### config.mk
export PLATFORM = sky130hd
export DESIGN_NAME = twspc_core
export DESIGN_NICKNAME = d
export VERILOG_FILES = /design/src/hdl/twspc_core.v
export VERILOG_INCLUDE_DIRS = /design/src /design/src/inc
export SDC_FILE = /design/constraint.sdc
export NUM_CORES = 1
export LEC_CHECK = 0
export BUFFER_PORTS_ARGS = -buffer_cell sky130_fd_sc_hd__buf_2
export CORE_UTILIZATION = 55
export DETAILED_ROUTE_END_ITERATION = 8
export PLACE_DENSITY = 0.77
export REMOVE_ABC_BUFFERS = 1
export SLEW_MARGIN = 40
export SYNTH_ARGS = -nofsm -noshare
export SYNTH_HDL_FRONTEND = slang
export SYNTH_SLANG_ARGS = --single-unit
### constraint.sdc
create_clock -name ref_clk_in -period 3.48 [get_ports ref_clk_in]
set_input_delay 0.174 -clock ref_clk_in [delete_from_list [all_inputs] [get_ports ref_clk_in]]
set_output_delay 0.174 -clock ref_clk_in [all_outputs]
set_load 0.02 [all_outputs]
### src/inc/twspc_regs.vh
`ifndef TWSPC_REGS_VH
`define TWSPC_REGS_VH

// Register addresses
`define TW_A_DAT 8'hbc
`define TW_A_STAT 8'hbd
`define TW_A_CLK 8'hbe
`define TW_A_TMR 8'hbf
`define TW_A_CON 8'hc0
`define TW_A_ADR 8'hc1
// Bit positions
`define TW_B_EN 6
`define TW_B_START 5
`define TW_B_STOP 4
`define TW_B_EVT 3
`define TW_B_ACK 2
`define TW_B_TEN 2
`define TW_B_TFLAG 0
`define TW_B_GCALL 0
`define TW_TO_W 14
// Status codes
`define TW_S_START 8'h08
`define TW_S_RSTART 8'h10
`define TW_S_MTAW_A 8'h18
`define TW_S_MTAW_N 8'h20
`define TW_S_MTD_A 8'h28
`define TW_S_MTD_N 8'h30
`define TW_S_LOST 8'h38
`define TW_S_MRAR_A 8'h40
`define TW_S_MRAR_N 8'h48
`define TW_S_MRD_A 8'h50
`define TW_S_MRD_N 8'h58
`define TW_S_SRAW 8'h60
`define TW_S_SRAW_L 8'h68
`define TW_S_SRGC 8'h70
`define TW_S_SRGC_L 8'h78
`define TW_S_SRD_A 8'h80
`define TW_S_SRD_N 8'h88
`define TW_S_GCD_A 8'h90
`define TW_S_GCD_N 8'h98
`define TW_S_SSTOP 8'ha0
`define TW_S_STAR 8'ha8
`define TW_S_STAR_L 8'hb0
`define TW_S_STD_A 8'hb8
`define TW_S_STD_N 8'hc0
`define TW_S_STLAST 8'hc8
`define TW_S_IDLE 8'hf8
`endif

### src/hdl/twspc_core.v
`timescale 1ns/1ns
`include "twspc_regs.vh"
module twspc_core #(
    parameter TO_W = `TW_TO_W
) (
    input wire ref_clk_in,
    input wire rst_in,
    input wire [7:0] sfr_addr_in,
    input wire sfr_wr_in,
    input wire [7:0] sfr_wdata_in,
    output reg [7:0] sfr_rdata_out,
    input wire global_int_enable_in,
    input wire port_int_enable_in,
    output wire int_req_out,
    input wire scl_in,
    output wire scl_out,
    output reg scl_oe_out,
    input wire sda_in,
    output wire sda_out,
    output reg sda_oe_out
);
    // Master line sequencer states
    localparam M_IDLE = 4'd0;
    localparam M_START = 4'd1;
    localparam M_HOLD = 4'd2;
    localparam M_LOW = 4'd3;
    localparam M_HIGH = 4'd4;
    localparam M_STP_A = 4'd5;
    localparam M_STP_B = 4'd6;
    localparam M_STP_C = 4'd7;
    localparam M_RS_A = 4'd8;
    localparam M_RS_B = 4'd9;

    reg scl_s, sda_s, scl_p, sda_p;
    reg port_enable, start_request, stop_request, event_flag, assert_ack;
    reg general_call_enable, timeout_enable, timeout_flag;
    reg [6:0] own_addr;
    reg [7:0] bit_rate_divider, shift_data, code, status_vis;
    reg ack_bit, tx_bit, tx_dir, is_addr, byte_act, master, arb;
    reg addressed, gcall_hit, slave_tx, rs_flag, bus_busy;
    reg [3:0] bit_cnt, ms, ms_d;
    reg [7:0] q_cnt;
    reg [1:0] q_n;
    reg [TO_W-1:0] to_cnt;

    // Selects the code for an acknowledged or refused byte
    function [7:0] pick;
        input sel;
        input [7:0] a;
        input [7:0] b;
        begin
            pick = sel ? a : b;
        end
    endfunction

    // Bus events from sampled pins
    wire scl_rise = scl_s & ~scl_p;
    wire scl_fall = ~scl_s & scl_p;
    wire start_det = scl_s & scl_p & sda_p & ~sda_s;
    wire stop_det = scl_s & scl_p & ~sda_p & sda_s;
    wire got_ack = ~ack_bit;
    wire wr_con = sfr_wr_in & (sfr_addr_in == `TW_A_CON);
    wire flag_clr = wr_con & ~sfr_wdata_in[`TW_B_EVT] & event_flag;
    wire eng = port_enable & byte_act & ~event_flag;
    // Address recognition
    wire own_hit = (shift_data[7:1] == own_addr);
    wire gcall_w = general_call_enable & (shift_data[7:1] == 7'h00);
    wire match = own_hit | gcall_w;
    // Quarter-bit timebase, paused while the clock line is held low in a high phase
    wire high_ph = (ms == M_HIGH) | (ms == M_RS_B) | (ms == M_STP_B) | (ms == M_START);
    wire q_run = ~high_ph | scl_s;
    wire tick = (ms == ms_d) & q_run & (q_cnt == bit_rate_divider);
    wire q2 = tick & q_n[0];
    wire m_scl_low = (ms == M_HOLD) | (ms == M_LOW) | (ms == M_STP_A) | (ms == M_RS_A);
    wire m_sda_low = (ms == M_START) | (ms == M_STP_A) | (ms == M_STP_B);

    // Open-drain pins only ever pull low
    assign scl_out = 1'b0;
    assign sda_out = 1'b0;
    assign int_req_out = global_int_enable_in & port_int_enable_in & (event_flag | timeout_flag);

    // Pin sampling
    always @(posedge ref_clk_in or posedge rst_in) begin
        if (rst_in) begin
            scl_s <= 1'b1;
            sda_s <= 1'b1;
            scl_p <= 1'b1;
            sda_p <= 1'b1;
        end else begin
            scl_s <= scl_in;
            sda_s <= sda_in;
            scl_p <= scl_s;
            sda_p <= sda_s;
        end
    end

    // Registers, master sequencer and byte engine
    always @(posedge ref_clk_in or posedge rst_in) begin
        if (rst_in) begin
            port_enable <= 1'b0;
            start_request <= 1'b0;
            stop_request <= 1'b0;
            event_flag <= 1'b0;
            assert_ack <= 1'b0;
            general_call_enable <= 1'b0;
            timeout_enable <= 1'b0;
            timeout_flag <= 1'b0;
            own_addr <= 7'h00;
            bit_rate_divider <= 8'h00;
            shift_data <= 8'h00;
            code <= `TW_S_IDLE;
            ack_bit <= 1'b1;
            tx_bit <= 1'b1;
            tx_dir <= 1'b0;
            is_addr <= 1'b0;
            byte_act <= 1'b0;
            master <= 1'b0;
            arb <= 1'b0;
            addressed <= 1'b0;
            gcall_hit <= 1'b0;
            slave_tx <= 1'b0;
            rs_flag <= 1'b0;
            bus_busy <= 1'b0;
            bit_cnt <= 4'd0;
            ms <= M_IDLE;
            ms_d <= M_IDLE;
            q_cnt <= 8'h00;
            q_n <= 2'd0;
            to_cnt <= {TO_W{1'b0}};
        end else begin
            // Timebase restarts on every sequencer state change
            ms_d <= ms;
            if (ms != ms_d) begin
                q_cnt <= 8'h00;
                q_n <= 2'd0;
            end else if (tick) begin
                q_cnt <= 8'h00;
                q_n <= q_n + 2'd1;
            end else if (q_run) begin
                q_cnt <= q_cnt + 8'd1;
            end
            // CPU writes
            if (sfr_wr_in) begin
                case (sfr_addr_in)
                    `TW_A_CON: begin
                        port_enable <= sfr_wdata_in[`TW_B_EN];
                        start_request <= sfr_wdata_in[`TW_B_START];
                        stop_request <= sfr_wdata_in[`TW_B_STOP];
                        assert_ack <= sfr_wdata_in[`TW_B_ACK];
                        if (!sfr_wdata_in[`TW_B_EVT])
                            event_flag <= 1'b0;
                    end
                    `TW_A_DAT: if (event_flag) shift_data <= sfr_wdata_in;
                    `TW_A_CLK: bit_rate_divider <= sfr_wdata_in;
                    `TW_A_TMR: begin
                        timeout_enable <= sfr_wdata_in[`TW_B_TEN];
                        if (!sfr_wdata_in[`TW_B_TFLAG])
                            timeout_flag <= 1'b0;
                    end
                    `TW_A_ADR: begin
                        own_addr <= sfr_wdata_in[7:1];
                        general_call_enable <= sfr_wdata_in[`TW_B_GCALL];
                    end
                    default: ;
                endcase
            end
            // Bus free tracking
            if (start_det)
                bus_busy <= 1'b1;
            else if (stop_det)
                bus_busy <= 1'b0;
            if (!port_enable) begin
                // Disabled port: idle, pins released
                stop_request <= 1'b0;
                ms <= M_IDLE;
                master <= 1'b0;
                byte_act <= 1'b0;
                addressed <= 1'b0;
                arb <= 1'b0;
                tx_bit <= 1'b1;
                bit_cnt <= 4'd0;
                to_cnt <= {TO_W{1'b0}};
            end else begin
                // Time-out counter runs while enabled and the event flag is clear
                if (timeout_enable && !event_flag) begin
                    to_cnt <= to_cnt + 1'b1;
                    if (&to_cnt)
                        timeout_flag <= 1'b1;
                end else begin
                    to_cnt <= {TO_W{1'b0}};
                end
                // START seen as slave
                if (start_det && !master) begin
                    if (addressed) begin
                        event_flag <= 1'b1;
                        code <= `TW_S_SSTOP;
                        addressed <= 1'b0;
                        byte_act <= 1'b0;
                    end else if (!event_flag) begin
                        byte_act <= 1'b1;
                        is_addr <= 1'b1;
                        tx_dir <= 1'b0;
                        bit_cnt <= 4'd0;
                        tx_bit <= 1'b1;
                    end
                end
                // STOP seen on the bus
                if (stop_det) begin
                    stop_request <= 1'b0;
                    if (!master) begin
                        byte_act <= 1'b0;
                        if (addressed) begin
                            event_flag <= 1'b1;
                            code <= `TW_S_SSTOP;
                            addressed <= 1'b0;
                        end
                    end
                end
                // Slave abandons the transfer on request
                if (stop_request && !master && ms == M_IDLE) begin
                    addressed <= 1'b0;
                    byte_act <= 1'b0;
                    stop_request <= 1'b0;
                    tx_bit <= 1'b1;
                end
                // First bit of the next byte goes out when the flag clears
                if (flag_clr)
                    tx_bit <= ~(byte_act & tx_dir) | shift_data[7];
                // Master sequencer
                case (ms)
                    M_IDLE: if (start_request && !bus_busy && !addressed && !event_flag) begin
                        ms <= M_START;
                        master <= 1'b1;
                        rs_flag <= 1'b0;
                    end
                    M_START: if (q2) begin
                        ms <= M_HOLD;
                        event_flag <= 1'b1;
                        code <= rs_flag ? `TW_S_RSTART : `TW_S_START;
                        byte_act <= 1'b1;
                        is_addr <= 1'b1;
                        tx_dir <= 1'b1;
                        bit_cnt <= 4'd0;
                        tx_bit <= 1'b0;
                        arb <= 1'b0;
                    end
                    M_HOLD: if (!event_flag) begin
                        if (stop_request) begin
                            ms <= M_STP_A;
                            byte_act <= 1'b0;
                        end else if (start_request) begin
                            ms <= M_RS_A;
                            byte_act <= 1'b0;
                        end else begin
                            ms <= M_LOW;
                        end
                    end
                    M_LOW: if (q2) ms <= M_HIGH;
                    M_HIGH: if (q2) ms <= M_LOW;
                    M_STP_A: if (tick) ms <= M_STP_B;
                    M_STP_B: if (q2) ms <= M_STP_C;
                    M_STP_C: if (q2) begin
                        ms <= M_IDLE;
                        master <= 1'b0;
                    end
                    M_RS_A: if (tick) ms <= M_RS_B;
                    M_RS_B: if (q2) begin
                        ms <= M_START;
                        rs_flag <= 1'b1;
                    end
                    default: ms <= M_IDLE;
                endcase
                // Rising clock: sample data or acknowledge, check arbitration
                if (eng && scl_rise) begin
                    if (bit_cnt[3])
                        ack_bit <= sda_s;
                    else
                        shift_data <= {shift_data[6:0], sda_s};
                    if (master && tx_dir && tx_bit && !sda_s && !bit_cnt[3]) begin
                        master <= 1'b0;
                        arb <= 1'b1;
                        tx_dir <= 1'b0;
                        ms <= M_IDLE;
                    end
                    bit_cnt <= bit_cnt + 4'd1;
                end
                // Falling clock: next bit, acknowledge, or byte done
                if (eng && scl_fall) begin
                    if (bit_cnt == 4'd8) begin
                        tx_bit <= tx_dir | ~(assert_ack & (master | (is_addr ? match : addressed)));
                    end else if (bit_cnt == 4'd9) begin
                        tx_bit <= 1'b1;
                        bit_cnt <= 4'd0;
                        is_addr <= 1'b0;
                        arb <= 1'b0;
                        event_flag <= 1'b1;
                        byte_act <= 1'b1;
                        if (master) begin
                            ms <= M_HOLD;
                            if (is_addr) begin
                                tx_dir <= ~shift_data[0];
                                code <= shift_data[0] ? pick(got_ack, `TW_S_MRAR_A, `TW_S_MRAR_N)
                                    : pick(got_ack, `TW_S_MTAW_A, `TW_S_MTAW_N);
                            end else if (tx_dir) begin
                                code <= pick(got_ack, `TW_S_MTD_A, `TW_S_MTD_N);
                            end else begin
                                code <= pick(got_ack, `TW_S_MRD_A, `TW_S_MRD_N);
                            end
                        end else if (is_addr) begin
                            if (match && got_ack) begin
                                addressed <= 1'b1;
                                gcall_hit <= ~own_hit;
                                slave_tx <= shift_data[0];
                                tx_dir <= shift_data[0];
                                code <= shift_data[0] ? pick(arb, `TW_S_STAR_L, `TW_S_STAR)
                                    : own_hit ? pick(arb, `TW_S_SRAW_L, `TW_S_SRAW)
                                    : pick(arb, `TW_S_SRGC_L, `TW_S_SRGC);
                            end else begin
                                byte_act <= 1'b0;
                                event_flag <= arb;
                                code <= `TW_S_LOST;
                            end
                        end else if (!addressed) begin
                            byte_act <= 1'b0;
                            code <= `TW_S_LOST;
                        end else if (slave_tx) begin
                            code <= ack_bit ? `TW_S_STD_N : pick(assert_ack, `TW_S_STD_A, `TW_S_STLAST);
                            if (ack_bit || !assert_ack) begin
                                addressed <= 1'b0;
                                byte_act <= 1'b0;
                            end
                        end else begin
                            code <= gcall_hit ? pick(got_ack, `TW_S_GCD_A, `TW_S_GCD_N)
                                : pick(got_ack, `TW_S_SRD_A, `TW_S_SRD_N);
                            if (ack_bit) begin
                                addressed <= 1'b0;
                                byte_act <= 1'b0;
                            end
                        end
                    end else if (bit_cnt != 4'd0) begin
                        tx_bit <= ~tx_dir | shift_data[7];
                    end
                end
            end
        end
    end

    // Status view, pin drivers and read data
    always @(posedge ref_clk_in or posedge rst_in) begin
        if (rst_in) begin
            status_vis <= `TW_S_IDLE;
            sda_oe_out <= 1'b0;
            scl_oe_out <= 1'b0;
            sfr_rdata_out <= 8'h00;
        end else begin
            status_vis <= event_flag ? {code[7:3], 3'b000} : `TW_S_IDLE;
            sda_oe_out <= port_enable & (m_sda_low | (byte_act & ~tx_bit));
            scl_oe_out <= port_enable & (m_scl_low | (event_flag & addressed & ~master));
            case (sfr_addr_in)
                `TW_A_CON: sfr_rdata_out <= {1'b0, port_enable, start_request, stop_request,
                    event_flag, assert_ack, 2'b00};
                `TW_A_STAT: sfr_rdata_out <= status_vis;
                `TW_A_DAT: sfr_rdata_out <= shift_data;
                `TW_A_CLK: sfr_rdata_out <= bit_rate_divider;
                `TW_A_TMR: sfr_rdata_out <= {5'b00000, timeout_enable, 1'b0, timeout_flag};
                `TW_A_ADR: sfr_rdata_out <= {own_addr, general_call_enable};
                default: sfr_rdata_out <= 8'h00;
            endcase
        end
    end
endmodule // twspc_core

# Yosys cells after proc, flatten, opt, wreduce, memory -nomap -nowiden

Cells that the tools add are included.

Flip-flop bits (word level): 109
Word-level logic and storage cells: 361
Output and inout port bits: 13
Input bits: 23

Mux-type cells: 198
Reduce and logical (&&, ||, !) cells: 38
Equal/unequal tests: 25
Bitwise operators: 58
$add $sub $neg: 4

Operators by type and width:

| operator                                                         | count |
|---|---|
| 8-bit 2-to-1 mux                                                 | 25 |
| 4-bit 2-to-1 mux                                                 | 35 |
| 1-bit 2-to-1 mux                                                 | 117 |
| 8-bit == test (second input constant)                            | 6 |
| 8-bit case mux with 6 select lines                               | 1 |
| 7-bit 2-to-1 mux                                                 | 6 |
| 4-bit case mux with 10 select lines                              | 1 |
| 14-bit 2-to-1 mux                                                | 2 |
| 1-bit bitwise AND                                                | 25 |
| 5-bit 2-to-1 mux                                                 | 5 |
| 1-bit bitwise OR                                                 | 17 |
| 4-bit by 3-bit == test with 1-bit output (second input constant) | 4 |
| 4-bit == test (second input constant)                            | 4 |
| 1-bit inverter                                                   | 16 |
| 14-bit by 1-bit adder with 14-bit output (second input constant) | 1 |
| 1-bit logical AND                                                | 14 |
| 14-bit AND reduction                                             | 1 |
| 2-bit AND reduction                                              | 5 |
| 8-bit by 1-bit adder with 8-bit output (second input constant)   | 1 |
| 4-bit by 2-bit == test with 1-bit output (second input constant) | 2 |
| 8-bit == test                                                    | 1 |
| 7-bit == test                                                    | 1 |
| 1-bit zero test                                                  | 7 |
| 7-bit zero test                                                  | 1 |
| 20 further kinds                                                 | 25 |

# Depth between registers and ports, before layout

Depth in word-level cells: 19
Mapped depth: 9
Gate-level depth less buffers: 8

# Worst setup path after synthesis

Ideal clock, no wire load.

Path type: reg-to-reg
Start: register bit_cnt[0]
End: register gcall_hit
Setup slack: 1.461 ns
Data required time: 3.355 ns
Data arrival time: 1.895 ns
Stages on the path, launching flop included: 7
Setup time: 0.125 ns
Period minus slack after synthesis: 2.019 ns
Path buffers: 0
Cell sequence: dfrtp_1 -> inv_1 -> ha_1 -> nor4_4 -> nand2_1 -> nor2_1 -> mux2_2

Longest elaborated chain between the ends: 3
Elaborated cells on any way between the ends: 4
Those cells by class: 2 x eq/ne; 1 x bitwise; 1 x reduce/logical

Ends and longest elaborated chain:

| item                                   | RTL line         | RTL |
|---|---|---|
| start, declared                        | twspc_core.v:41  | `reg [3:0] bit_cnt, ms, ms_d;` |
| start signal, assigned                 | twspc_core.v:285 | `bit_cnt <= bit_cnt + 4'd1;` |
| 4-bit == test                          | twspc_core.v:289 | `if (bit_cnt == 4'd8) begin` |
| 1-bit inverter (no source line)        | --               |  |
| 7-bit AND reduction (no source line) * | --               |  |
| end signal, assigned                   | twspc_core.v:312 | `gcall_hit <= ~own_hit;` |
| end, declared                          | twspc_core.v:40  | `reg addressed, gcall_hit, slave_tx, rs_flag, bus_busy;` |

Mark *: on every way between the ends. The rest lies on a longest branch, timed or not.
A chain may end at the register's enable or synchronous reset.

# Worst setup path after layout

Start: register ms[2]
End: register code[3]

Longest elaborated chain between the ends: 14
Elaborated cells on any way between the ends: 18
Those cells by class: 5 x eq/ne; 5 x mux; 8 x bitwise

Ends and longest elaborated chain:

| item                                                                             | RTL line         | RTL |
|---|---|---|
| start, declared                                                                  | twspc_core.v:41  |  |
| start signal, assigned                                                           | twspc_core.v:125 | `ms <= M_IDLE;` |
| start signal, assigned                                                           | twspc_core.v:175 | `ms <= M_IDLE;` |
| start signal, assigned                                                           | twspc_core.v:232 | `ms <= M_START;` |
| 4-bit by 3-bit == test with 1-bit output / 4-bit == test (equally long branches) | twspc_core.v:70  | `wire high_ph = (ms == M_HIGH) \| (ms == M_RS_B) \| (ms == M_STP_B) \| (ms == M_START);` |
| 1-bit bitwise OR (3 in a row)                                                    | twspc_core.v:70  |  |
| 1-bit inverter                                                                   | twspc_core.v:71  | `wire q_run = ~high_ph \| scl_s;` |
| 1-bit bitwise OR                                                                 | twspc_core.v:71  |  |
| 1-bit bitwise AND (2 in a row)                                                   | twspc_core.v:72  | `wire tick = (ms == ms_d) & q_run & (q_cnt == bit_rate_divider);` |
| 1-bit bitwise AND                                                                | twspc_core.v:73  | `wire q2 = tick & q_n[0];` |
| 8-bit 2-to-1 mux                                                                 | twspc_core.v:236 | `M_START: if (q2) begin` |
| 8-bit 2-to-1 mux *                                                               | twspc_core.v:230 | `case (ms)` |
| 8-bit 2-to-1 mux                                                                 | twspc_core.v:291 | `end else if (bit_cnt == 4'd9) begin` |
| 8-bit 2-to-1 mux                                                                 | twspc_core.v:289 |  |
| 8-bit 2-to-1 mux *                                                               | twspc_core.v:288 | `if (eng && scl_fall) begin` |
| end signal, assigned                                                             | twspc_core.v:239 | `` code <= rs_flag ? `TW_S_RSTART : `TW_S_START; `` |
| end signal, assigned                                                             | twspc_core.v:302 | `` code <= shift_data[0] ? pick(got_ack, `TW_S_MRAR_A, `TW_S_MRAR_N) `` |
| end signal, assigned                                                             | twspc_core.v:305 | `` code <= pick(got_ack, `TW_S_MTD_A, `TW_S_MTD_N); `` |
| end, declared                                                                    | twspc_core.v:38  | `reg [7:0] bit_rate_divider, shift_data, code, status_vis;` |

Marked as above.

==> results.yml <==
sta:
  fmax_ghz: 0.3911
  maxSlewHeadroom: 0.5131
  hold_slack_ns: 0.05714
  hold_viol_final: 0
  drv_slew: 0
  tightest_slew_ns: 0.7272
  fin_crit_sh: 0.7347
  tns_ns: 0
  finalSetupViolCount: 0
  rsz0062_at_grt: "no"
  finClkSkew_ns: 0.01513
  fin_crit_ns: 2.557
setup_path:
  path_buf_inv: 0
  worstPathMaxFanout: 19
  cpMaxStageDelayCell: "dfrtp_1"
  endpoint_kind: "flop"
  critPathKind: "flop to flop"
  required_ns: 3.79
  cp-startpoint: "ms[2]"
  reg2reg_from: "ms[2]"
  cp.arrival_ns: 2.87
  cp-start-kind: "flop"
  crit_chain: "xor2_1 > nor4_2 > and4bb_1 > nand2_1 > mux2_2 > o211ai_1"
  cp_top_family: "simple AND/OR/NAND/NOR gates"
  critPathMaxStageDelay_ns: 0.69
floorplanning:
  pin_count: 36
  core_area_sq_um: 9819
  std_cell_rows: 36
  die_width_um: 102.9
  dieArea_sq_um: 10600
  die-height_um: 102.9
  start_util: 0.5707
cells_and_area:
  diodes: 0
  nets: 641
  multi_input_area_sq_um: 2858
  nFillCells: 835
  drive_gt1_frac: 0.1772
  seq_area_sq_um: 2572
  area_delta_synth_final_pct: 8.930
synthesis:
  synth-seq-cells: 102
  synthFlopType: "dfrtp_1"
  synth_cell_types: 65
  async_flop_share: 1.000
  yosys_warnings: 0
  avgSynthCellArea_sq_um: 9.646
  netlist_area_sq_um: 5604
  seq_area_frac_synth: 0.4590
  synth_edf_count: 0
  synth_cells: 581
clock_network:
  root_buffer: "clkbuf_8"
  post_cts_resized: 0
  clock-sinks: 102
  clk_latency_ns: 0.38
  htreeDepth: 3
  clkTransAtPathRegs_ns: 0.10
  cts_buffer_depth: 2
  cts_tree: "yes"
  cts_buffers: 9
global_routing:
  grtUsageTotal: 0.2695
  grt_max_degree: 40
  grt.overflow.total: 0
  grt_pass1_wl_um: 21450
  antenna_found_initial: 0
  grt_pass1_vias: 4366
place:
  dp_hpwl_um: 9650
  place.gp.congestion: 0.8898
  io_buffer_count: 33
detailed_routing:
  vias_per_cell: 6.029
  avgRoutedWirePerCell_um: 17.85
  first_pass_iters: 5
  ant_nets: 0
  routed_wirelength_um: 13360
  via_count: 4510
  drt-initial-drc-count: 312
  drc: 0
worst_hold_path:
  hp-start: "sfr_wdata_in[1]"
  min_path_type: "input pin to flop"
run:
  drv_cap: 0
status:
  status: "complete, no violations"
power:
  p_per_area_nw_per_um2: 400.0
  p_leak_nw: 2.619
  peakVddDrop_mv: 0.3347
## cell families after synthesis
kind of cell,synth area share
fa+ha+maj,0.01786
flops,0.4590
other cells,0.0006691
mux,0.07167
compound gates,0.1400
xor+xnor,0.05939
buf+inv,0.03170
simple gates,0.2197
## report_power, final
| group | total [mW] | internal, mW | switching (mW) | leakage (nW) |
|---|---|---|---|---|
| combinational | 0.322 | 0.133 | 0.189 | 1.21 |
| clock | 0.773 | 0.357 | 0.416 | 0.101 |
| sequential | 1.35 | 1.26 | 0.0876 | 1.31 |
## per-layer routing
layer,wire (um),GRT usage
met4,104,0.05850
met5,0,0
met2,6501,0.4533
met1,5916,0.3506
met3,832,0.07119
## layout make-up
cell class / count / share of cell area
clock inverter: 4 / 0.009223
multi-input combinational: 439 / 0.4681
sequential: 102 / 0.4214
timing repair buffer: 43 / 0.04058
clock buffer: 12 / 0.02378
tap: 133 / 0.02726
inverter: 15 / 0.009633
## worst paths after layout
path,cells after the start,end,slack (ns)
max reg2reg,6,code[3],0.92
max,6,code[3],0.92
max in group asynchronous,4,ack_bit,2.27
min,2,bit_rate_divider[1],0.06
min in group asynchronous,3,own_addr[0],0.36
min reg2reg,0,scl_p,0.43
## sequential cells by signal, summed over array words and instances (netlist names), 4 cells and up
signal            cells
to_cnt               14
bit_rate_divider      8
q_cnt                 8
sfr_rdata_out         8
shift_data            8
own_addr              7
code                  5
status_vis            5
bit_cnt               4
ms                    4
ms_d                  4
## cells in the final DEF, fill, tap and decap left out, types with 7 or more instances in the layout
cell type	n
a21oi_1	28
a22oi_1	9
and3_1	9
buf_2	33
buf_4	7
clkbuf_8	10
dfrtp_1	86
dfstp_2	16
ha_1	8
inv_1	14
mux2_2	25
mux2i_1	12
nand2_1	61
nand2b_1	17
nand3_1	23
nand4_1	13
nor2_1	54
nor2b_1	10
nor3_1	8
o21ai_0	35
xnor2_1	17
xor2_1	21
## synth_stat cells (all sizes together) (4+ instances only)
cell,n,area (sq um)
nand4,13,81.33
o31ai,5,37.54
a211oi,5,37.54
inv,15,56.30
o21ai,36,180.2
nand3b,4,42.54
buf,6,46.29
nor2,54,202.7
nand3,23,115.1
ha,8,100.1
xnor2,17,148.9
nand4b,4,35.03
a22oi,9,67.56
xor2,21,183.9
a21oi,28,140.1
and2,4,25.02
nor4,5,52.55
o211ai,5,37.54
nor3b,5,47.54
dfstp,16,420.4
nand2,62,240.2
nand2b,17,106.4
nor3,8,40.04
mux2,25,281.5
mux2i,12,120.1
nor2b,10,62.56
clkbuf,20,75.07
dfrtp,86,2152
a222oi,4,40.04
and3,9,56.30
## what timing repair did
action	CTS	global route
setup buffers	0	0
hold endpoints to repair	39	0
hold buffers	3	0
## stage by stage
| stage | util | cells | instance area [sq um] | total power, mW | worst slack, ns |
|---|---|---|---|---|---|
| 2_1_floorplan | - | 556 | 5487 | 1.571 | 0.6570 |
| 3_3_place_gp | 0.5981 | 729 | 5873 | 1.671 | 1.032 |
| 3_5_place_dp | 0.5981 | 729 | 5873 | 1.687 | 0.9776 |
| 4_1_cts | 0.6217 | 748 | 6105 | 2.449 | 0.9629 |
| 5_1_grt | 0.6217 | 748 | 6105 | 2.555 | 0.7167 |
| 6_report | 0.6217 | 748 | 6105 | 2.442 | 0.9234 |
Power figures use the tool's default switching activity.
